File: config.mk
export PLATFORM = sky130hd
export DESIGN_NAME = asp_serial_port
export DESIGN_NICKNAME = d
export VERILOG_FILES = /design/src/hw/asp_pkg.sv /design/src/hw/asp_pin_if.sv /design/src/hw/asp_pin_sync.sv /design/src/hw/asp_serial_port.sv
export SDC_FILE = /design/constraint.sdc
export NUM_CORES = 1
export LEC_CHECK = 0
export BUFFER_PORTS_ARGS = -buffer_cell sky130_fd_sc_hd__buf_2
export CAP_MARGIN = 20
export CORE_ASPECT_RATIO = 0.9
export CORE_UTILIZATION = 47
export CTS_CLUSTER_SIZE = 10
export DETAILED_ROUTE_END_ITERATION = 8
export PLACE_DENSITY = 0.64
export SLEW_MARGIN = 30
export SYNTH_ARGS = -nofsm -noshare
export SYNTH_HDL_FRONTEND = slang
export SYNTH_SLANG_ARGS = --single-unit
File: constraint.sdc
create_clock -name clk_i -period 15.4 [get_ports clk_i]
set_input_delay 0.77 -clock clk_i [delete_from_list [all_inputs] [get_ports clk_i]]
set_output_delay 0.77 -clock clk_i [all_outputs]
set_load 0.05 [all_outputs]
File: src/hw/asp_pkg.sv
/*
 * Constants, types and helpers shared by the serial port of a cascadable
 * multichannel converter: frame geometry, pin bundle layout, reset values.
 * Assumes a single 200 MHz system clock that oversamples every link pin.
 */
package asp_pkg;

    // Frame geometry.
    localparam int HDR_BITS = 24;
    localparam int MAX_CH = 8;
    localparam int RES_WIDE = 24;
    localparam int RES_NARROW = 16;
    localparam int FRAME_MAX = MAX_CH * RES_WIDE + HDR_BITS;
    localparam int LEN_W = 8;
    localparam int CMD_W = 8;

    // Channel count selection codes.
    localparam logic [1:0] CH_SEL_4 = 2'h0;
    localparam logic [1:0] CH_SEL_6 = 2'h1;
    localparam logic [1:0] CH_SEL_8 = 2'h2;

    // Pin bundle layout and its value while in reset.
    localparam int PIN_W = 7;
    localparam int PIN_CS = 0;
    localparam int PIN_SCLK = 1;
    localparam int PIN_DIN = 2;
    localparam int PIN_DAISY = 3;
    localparam int PIN_PD = 4;
    localparam int PIN_RST = 5;
    localparam int PIN_STRAP = 6;
    localparam logic [PIN_W-1:0] PIN_RST_VAL = 7'h31;

    // Counter reset and terminal values.
    localparam logic [2:0] BIT_CNT_RST = 3'h0;
    localparam logic [2:0] BIT_CNT_LAST = 3'h7;
    localparam logic [LEN_W-1:0] LEN_RST = 8'h00;

    typedef logic [FRAME_MAX-1:0] asp_frame_t;
    typedef enum logic [0:0] {ST_IDLE, ST_FRAME} asp_state_e;

    // Bits in one device frame for a channel count and a resolution.
    function automatic logic [LEN_W-1:0] frame_bits(input logic [1:0] ch_sel,
                                                    input logic res24);
        logic [LEN_W-1:0] chans;
        logic [LEN_W-1:0] res;
        chans = LEN_W'(MAX_CH);
        if (ch_sel == CH_SEL_4) begin
            chans = LEN_W'(4);
        end else if (ch_sel == CH_SEL_6) begin
            chans = LEN_W'(6);
        end
        res = res24 ? LEN_W'(RES_WIDE) : LEN_W'(RES_NARROW);
        return LEN_W'(chans * res + LEN_W'(HDR_BITS));
    endfunction: frame_bits

endpackage: asp_pkg

File: src/hw/asp_pin_if.sv
/*
 * Bundle of synchronised link pins and detected serial clock edges that
 * passes from the pin synchroniser to the port core.
 * Assumes both ends run on the same system clock.
 */
`timescale 1ns/1ps
interface asp_pin_if;
    logic cs_n;
    logic sclk_rise;
    logic sclk_fall;
    logic din_prev;
    logic daisy_prev;
    logic pd_n;
    logic rst_n;
    logic strap;

    modport sync (
        output cs_n, sclk_rise, sclk_fall, din_prev, daisy_prev,
        output pd_n, rst_n, strap
    );
    modport core (
        input cs_n, sclk_rise, sclk_fall, din_prev, daisy_prev,
        input pd_n, rst_n, strap
    );
endinterface: asp_pin_if

File: src/hw/asp_pin_sync.sv
/*
 * Two-stage synchroniser for every link pin, plus serial clock edge
 * detection and a one-cycle-old copy of the data pins.
 * Assumes the pins are asynchronous to clk_i and the serial clock is
 * far slower than clk_i.
 */
`timescale 1ns/1ps
module asp_pin_sync (
    // Clock and reset
    input wire logic clk_i,
    input wire logic sys_rst_i,
    // Raw pins
    input wire logic [asp_pkg::PIN_W-1:0] raw_i,
    // Synchronised view
    asp_pin_if.sync pins
);
    import asp_pkg::*;

    logic [PIN_W-1:0] meta;
    logic [PIN_W-1:0] sync;
    logic [PIN_W-1:0] prev;

    always_ff @(posedge clk_i or posedge sys_rst_i) begin
        if (sys_rst_i) begin
            meta <= PIN_RST_VAL;
            sync <= PIN_RST_VAL;
            prev <= PIN_RST_VAL;
        end else begin
            meta <= raw_i;
            sync <= meta;
            prev <= sync;
        end
    end

    // Data pins are taken from the sample just before the detected edge.
    assign pins.cs_n = sync[PIN_CS];
    assign pins.sclk_rise = sync[PIN_SCLK] & ~prev[PIN_SCLK];
    assign pins.sclk_fall = ~sync[PIN_SCLK] & prev[PIN_SCLK];
    assign pins.din_prev = prev[PIN_DIN];
    assign pins.daisy_prev = prev[PIN_DAISY];
    assign pins.pd_n = sync[PIN_PD];
    assign pins.rst_n = sync[PIN_RST];
    assign pins.strap = sync[PIN_STRAP];

endmodule: asp_pin_sync

File: src/hw/asp_serial_port.sv
/*
 * Serial port of a cascadable multichannel converter: shifts a held
 * conversion frame out, passes chained data after it, collects command
 * bytes, and drives the sample-ready pin.
 * Assumes the serial clock runs well below a quarter of clk_i and that the
 * conversion side delivers frames left-aligned with a one-cycle strobe.
 */
`timescale 1ns/1ps
module asp_serial_port (
    // Clock and reset
    input wire logic clk_i,
    input wire logic sys_rst_i,
    // Serial link pins
    input wire logic cs_n_i,
    input wire logic sclk_i,
    input wire logic din_i,
    input wire logic daisy_in_i,
    output logic dout_o,
    output logic dout_oe_o,
    // Control pins
    input wire logic reset_n_i,
    input wire logic power_down_n_i,
    input wire logic spare_strap_i,
    output logic sample_ready_n_o,
    // Conversion side
    input wire logic daisy_en_i,
    input wire logic [1:0] ch_sel_i,
    input wire logic res24_i,
    input wire logic sample_valid_i,
    input wire asp_pkg::asp_frame_t sample_data_i,
    // Command and status
    output logic cmd_valid_o,
    output logic [asp_pkg::CMD_W-1:0] cmd_byte_o,
    output logic powered_down_o,
    output logic strap_fault_o
);
    import asp_pkg::*;

    asp_pin_if pins ();

    asp_state_e state;
    asp_frame_t hold_data;
    asp_frame_t sh;
    asp_frame_t next_sh;
    logic new_data;
    logic first_rise;
    logic [LEN_W-1:0] frame_len;
    logic [LEN_W-1:0] ins;
    logic [CMD_W-1:0] cmd_sh;
    logic [2:0] bit_cnt;
    logic soft_rst;
    logic active;
    logic cs_start;
    logic in_frame;
    logic shift_now;

    ////////////////////////////////////////////////////////////////////////
    // Pin synchroniser.

    asp_pin_sync u_sync (
        .clk_i(clk_i),
        .sys_rst_i(sys_rst_i),
        .raw_i({spare_strap_i, reset_n_i, power_down_n_i, daisy_in_i,
                din_i, sclk_i, cs_n_i}),
        .pins(pins.sync)
    );

    ////////////////////////////////////////////////////////////////////////
    // Frame sequencing.

    assign soft_rst = ~pins.rst_n;
    assign active = ~soft_rst & pins.pd_n;
    assign cs_start = (state == ST_IDLE) & ~pins.cs_n & active;
    // Gating with active keeps a reset or power-down from finishing a byte
    // in the cycle before the state machine drops back to idle.
    assign in_frame = (state == ST_FRAME) & ~pins.cs_n & active;
    // The first rising edge only opens the bit; later ones advance it.
    assign shift_now = in_frame & pins.sclk_rise & ~first_rise;

    always_ff @(posedge clk_i or posedge sys_rst_i) begin
        if (sys_rst_i) begin
            state <= ST_IDLE;
        end else begin
            unique case (state)
                ST_IDLE: begin
                    if (cs_start) begin
                        state <= ST_FRAME;
                    end
                end
                ST_FRAME: begin
                    if (pins.cs_n || !active) begin
                        state <= ST_IDLE;
                    end
                end
            endcase
        end
    end

    ////////////////////////////////////////////////////////////////////////
    // Conversion data hold and sample-ready.

    always_ff @(posedge clk_i or posedge sys_rst_i) begin
        if (sys_rst_i) begin
            hold_data <= '0;
        end else if (sample_valid_i && active) begin
            hold_data <= sample_data_i;
        end
    end

    // A new sample arriving as a read starts keeps the flag set.
    always_ff @(posedge clk_i or posedge sys_rst_i) begin
        if (sys_rst_i) begin
            new_data <= 1'b0;
        end else if (!active) begin
            new_data <= 1'b0;
        end else if (sample_valid_i) begin
            new_data <= 1'b1;
        end else if (cs_start) begin
            new_data <= 1'b0;
        end
    end

    always_ff @(posedge clk_i or posedge sys_rst_i) begin
        if (sys_rst_i) begin
            sample_ready_n_o <= 1'b1;
        end else begin
            sample_ready_n_o <= ~new_data;
        end
    end

    ////////////////////////////////////////////////////////////////////////
    // Output shifter with chain insertion.

    // Chained bits enter just below the active window, so they reach the
    // output exactly when the device's own frame has run out.
    assign ins = LEN_W'(FRAME_MAX) - frame_len;

    always_comb begin
        next_sh = {sh[FRAME_MAX-2:0], 1'b0};
        next_sh[ins] = daisy_en_i & pins.daisy_prev;
    end

    always_ff @(posedge clk_i or posedge sys_rst_i) begin
        if (sys_rst_i) begin
            sh <= '0;
            first_rise <= 1'b1;
            frame_len <= LEN_RST;
        end else if (cs_start) begin
            sh <= hold_data;
            first_rise <= 1'b1;
            frame_len <= frame_bits(ch_sel_i, res24_i);
        end else if (in_frame && pins.sclk_rise) begin
            first_rise <= 1'b0;
            if (!first_rise) begin
                sh <= next_sh;
            end
        end
    end

    assign dout_o = sh[FRAME_MAX-1];

    always_ff @(posedge clk_i or posedge sys_rst_i) begin
        if (sys_rst_i) begin
            dout_oe_o <= 1'b0;
        end else begin
            dout_oe_o <= ~pins.cs_n & active;
        end
    end

    ////////////////////////////////////////////////////////////////////////
    // Command byte capture.

    always_ff @(posedge clk_i or posedge sys_rst_i) begin
        if (sys_rst_i) begin
            cmd_sh <= '0;
            bit_cnt <= BIT_CNT_RST;
        end else if (cs_start) begin
            bit_cnt <= BIT_CNT_RST;
        end else if (in_frame && pins.sclk_fall) begin
            cmd_sh <= {cmd_sh[CMD_W-2:0], pins.din_prev};
            bit_cnt <= bit_cnt + 3'h1;
        end
    end

    // Decoding of the byte is left to the host pacing its bytes.
    always_ff @(posedge clk_i or posedge sys_rst_i) begin
        if (sys_rst_i) begin
            cmd_valid_o <= 1'b0;
            cmd_byte_o <= '0;
        end else begin
            cmd_valid_o <= 1'b0;
            if (in_frame && pins.sclk_fall && bit_cnt == BIT_CNT_LAST) begin
                cmd_valid_o <= 1'b1;
                cmd_byte_o <= {cmd_sh[CMD_W-2:0], pins.din_prev};
            end
        end
    end

    ////////////////////////////////////////////////////////////////////////
    // Status pins.

    always_ff @(posedge clk_i or posedge sys_rst_i) begin
        if (sys_rst_i) begin
            powered_down_o <= 1'b0;
            strap_fault_o <= 1'b0;
        end else begin
            powered_down_o <= ~pins.pd_n;
            strap_fault_o <= pins.strap;
        end
    end
endmodule: asp_serial_port
==> flow_metrics.env <==
export IMPL_p_per_area_nw_per_um2=145
export IMPL_synth_top_area_cell="dfrtp_1"
export IMPL_grt_pass1_vias=13700
export IMPL_mostFrequentLayoutCells="dfrtp_1, nand2_1, buf_2"
export IMPL_syn_inst=1797
export IMPL_synth_seq_area_share_pct=61.1
export IMPL_grt_overflow=0
export IMPL_cp_end_kind="flip-flop"
export IMPL_drt_wl_total_um=44000
export IMPL_cts_setup_buffers=0
export IMPL_syn_area_um2=19700
export IMPL_p_leak_nw=10.3
export IMPL_worst_pin_slew_ns=0.995
export IMPL_drive_above_1_share_pct=28.4
export IMPL_cpMaxStageDelayCell="buf_4"
export IMPL_finalNetCount=2219
export IMPL_cts_hold_buf=0
export IMPL_hold_viol=0
export IMPL_syn_nets=2032
export IMPL_synth_area_top_cells="dfrtp_1, mux2_2, nand2_1"
export IMPL_period_needed_ns=2.90
export IMPL_synth_top_cell_area_share_pct=60.1
export IMPL_worstPathRequired_ns=15.89
export IMPL_combPwrFrac_pct=14.6
export IMPL_final_core_util_pct=55.6
export IMPL_rr_startpoint="u_sync.sync[4]"
export IMPL_max_stage_delay_ns=0.72
export IMPL_cts_resized=0
export IMPL_seq_area_um2=12000
export IMPL_fmax_mhz=345
export IMPL_h_tree_depth=2
export IMPL_final_cell_count_no_fill=2551
export IMPL_firstDrtPassIters=5
export IMPL_wire_per_inst_um=17.2
export IMPL_final_common_cell="dfrtp_1"
export IMPL_finalSetupViolations=0
export IMPL_synth_edf_count=0
export IMPL_port_buffers=243
export IMPL_seqPwrFrac_pct=51.1
export IMPL_worstPathArrival_ns=3.39
export IMPL_fin_crit_sh_pct=18.8
export IMPL_rows=70
export IMPL_dp_cells=2467
export IMPL_ir_worst_vdd_uv=97.5
export IMPL_p_switching_uw=871
export IMPL_viasPerCell=5.33
export IMPL_max_slew_margin_pct=33.7
export IMPL_synthArstFlopShare_pct=100
export IMPL_cp_start_kind="flip-flop"
export IMPL_ys_types=41
export IMPL_drt_iter0_drc=959
export IMPL_cpMostUsedCell="buf_4"
export IMPL_setup_tns_ns=0
export IMPL_cts_buffers=54
export IMPL_synth_ff_type="dfrtp_1"
export IMPL_crit_buf_inv=2
export IMPL_rsz0062_at_grt="false"
export IMPL_gp_congestion=0.740
export IMPL_dieArea_um2=42700
export IMPL_hp_class="in -> async"
export IMPL_drc=0
export IMPL_vias=13600
export IMPL_clk_latency_ns=0.60
export IMPL_clk_pin_slew_ns=0.06
export IMPL_hpwlAfterDp_um=27400
export IMPL_antenna_found_initial=3
export IMPL_ios=244
export IMPL_die_y_um=196
export IMPL_area_growth_pct=15.6
export IMPL_timing_hold_ws_ns=0.138
export IMPL_antenna_left=0
export IMPL_cap_viol_max_count=0
export IMPL_swShare_pct=26.5
export IMPL_grt_first_pass_wirelength_um=71200
export IMPL_cp_cell_sequence="nor4bb_4 -> buf_4 -> buf_4 -> nand2_1 -> a31oi_1"
export IMPL_grt_max_degree=223
export IMPL_clk_path_buf_depth=3
export IMPL_final_setup_skew_ns=0.0270
export IMPL_crit_family="buffers and inverters"
export IMPL_clkSinkCount=480
export IMPL_cp_startpoint="u_sync.sync[4]"
export IMPL_synth_seq_cells=480
export IMPL_cts_tree="yes"
export IMPL_clkPwrFrac_pct=34.3
export IMPL_slew_viol_final=0
export IMPL_status="complete, no violations"
export IMPL_critPathKind="reg -> reg"
export IMPL_die_x_um=218
export IMPL_start_util_pct=48.1
export IMPL_avgSynthCellArea_um2=10.9
export IMPL_multi_input_area_um2=7090
export IMPL_yosysWarnings=0
export IMPL_cts_root_buf="clkbuf_16"
export IMPL_fill_cells=3571
export IMPL_total_power_mw=3.29
export IMPL_track_usage_pct=21.0
export IMPL_core_area_um2=40900
export IMPL_cp_max_fo=74
export IMPL_p_int_mw=2.42
[Yosys cell counts (4+ instances only)]
| master | count |
|---|---|
| a211oi_1 | 6 |
| a21boi_0 | 6 |
| a221oi_1 | 17 |
| a31oi_1 | 190 |
| buf_1 | 14 |
| buf_2 | 55 |
| buf_4 | 8 |
| clkbuf_1 | 54 |
| dfrtp_1 | 472 |
| dfstp_2 | 8 |
| ha_1 | 5 |
| inv_1 | 6 |
| mux2_2 | 231 |
| mux2i_1 | 4 |
| nand2_1 | 432 |
| nand3_1 | 4 |
| nor2_1 | 194 |
| nor2b_1 | 4 |
| o21ai_0 | 33 |
| o21ai_1 | 20 |
[sequential cells by signal, indices dropped and copies added, names as in the netlist]
signal	flops
bit_cnt	3
cmd_byte_o	8
cmd_sh	7
cmd_valid_o	1
dout_oe_o	1
first_rise	1
frame_len	5
hold_data	216
new_data	1
powered_down_o	1
sample_ready_n_o	1
sh	216
state	1
strap_fault_o	1
u_sync.meta	7
u_sync.prev	3
u_sync.sync	7
[through the flow]
step	area, um2	setup WS (ns)
after floorplan	19700	1.25
after global placement	21200	12.03
after detailed placement	21200	12.10
after CTS	22700	12.35
after global routing	22700	12.25
final	22700	12.50
[worst reg2reg max path: stages (launching register included)]
cell and delay, ns:
dfstp_2 0.58, nor4bb_4 0.58, buf_4 0.51, buf_4 0.74, nand2_1 0.17, a31oi_1 0.22
[cells by family (layout without fill, tap and decap cells)]
logic type               after synthesis  count (layout)  synth area share, %
adder cells (fa/ha/maj)                5               5                0.318
other                                  0               3                    0
multiplexers                         235             235                 13.4
flip-flops                           480             480                 61.1
AND/OR/NAND/NOR                      657             657                 13.0
XOR/XNOR                               2               2               0.0891
AO/OA/AOI/OAI                        281             281                 8.93
buffers and inverters                137             348                 3.12
[routing by layer]
metal,routed length (um),track usage (%),vias to the layer above
met5,0,0,-
met4,897,7.17,0
met3,1910,3.01,61
met2,20500,33.0,301
met1,20700,29.9,6751
li1,-,-,6494
[power by group through the flow]
stage               sequential (mW)  combinational [mW]  clock, mW
finish                         1.68               0.480       1.13
global route                   1.72               0.548       1.21
CTS                            1.68               0.487       1.16
detailed placement             1.70               0.485          0
global placement               1.69               0.466          0
floorplan                      1.66               0.375          0
[final cells by class]
| type | instances | share of cell area, % |
|---|---|---|
| Antenna cell | 3 | 0.0330 |
| Timing Repair Buffer | 262 | 6.23 |
| Sequential cell | 480 | 52.9 |
| Clock inverter | 3 | 0.182 |
| Inverter | 6 | 0.132 |
| Multi-Input combinational cell | 1180 | 31.2 |
| Clock buffer | 77 | 6.42 |
| Tap cell | 540 | 2.97 |
[final timing paths]
kind	to	slack, ns	depth (start not counted)
setup / recovery	sh[189]	12.50	5
hold / removal	u_sync.meta[2]	0.14	2
setup reg to reg	sh[189]	12.50	5
hold reg to reg	strap_fault_o	0.33	0
max in group asynchronous	sh[212]	13.09	5
min in group clk_i	u_sync.meta[3]	0.27	1
No activity file was read; power rests on OpenSTA's default activity.
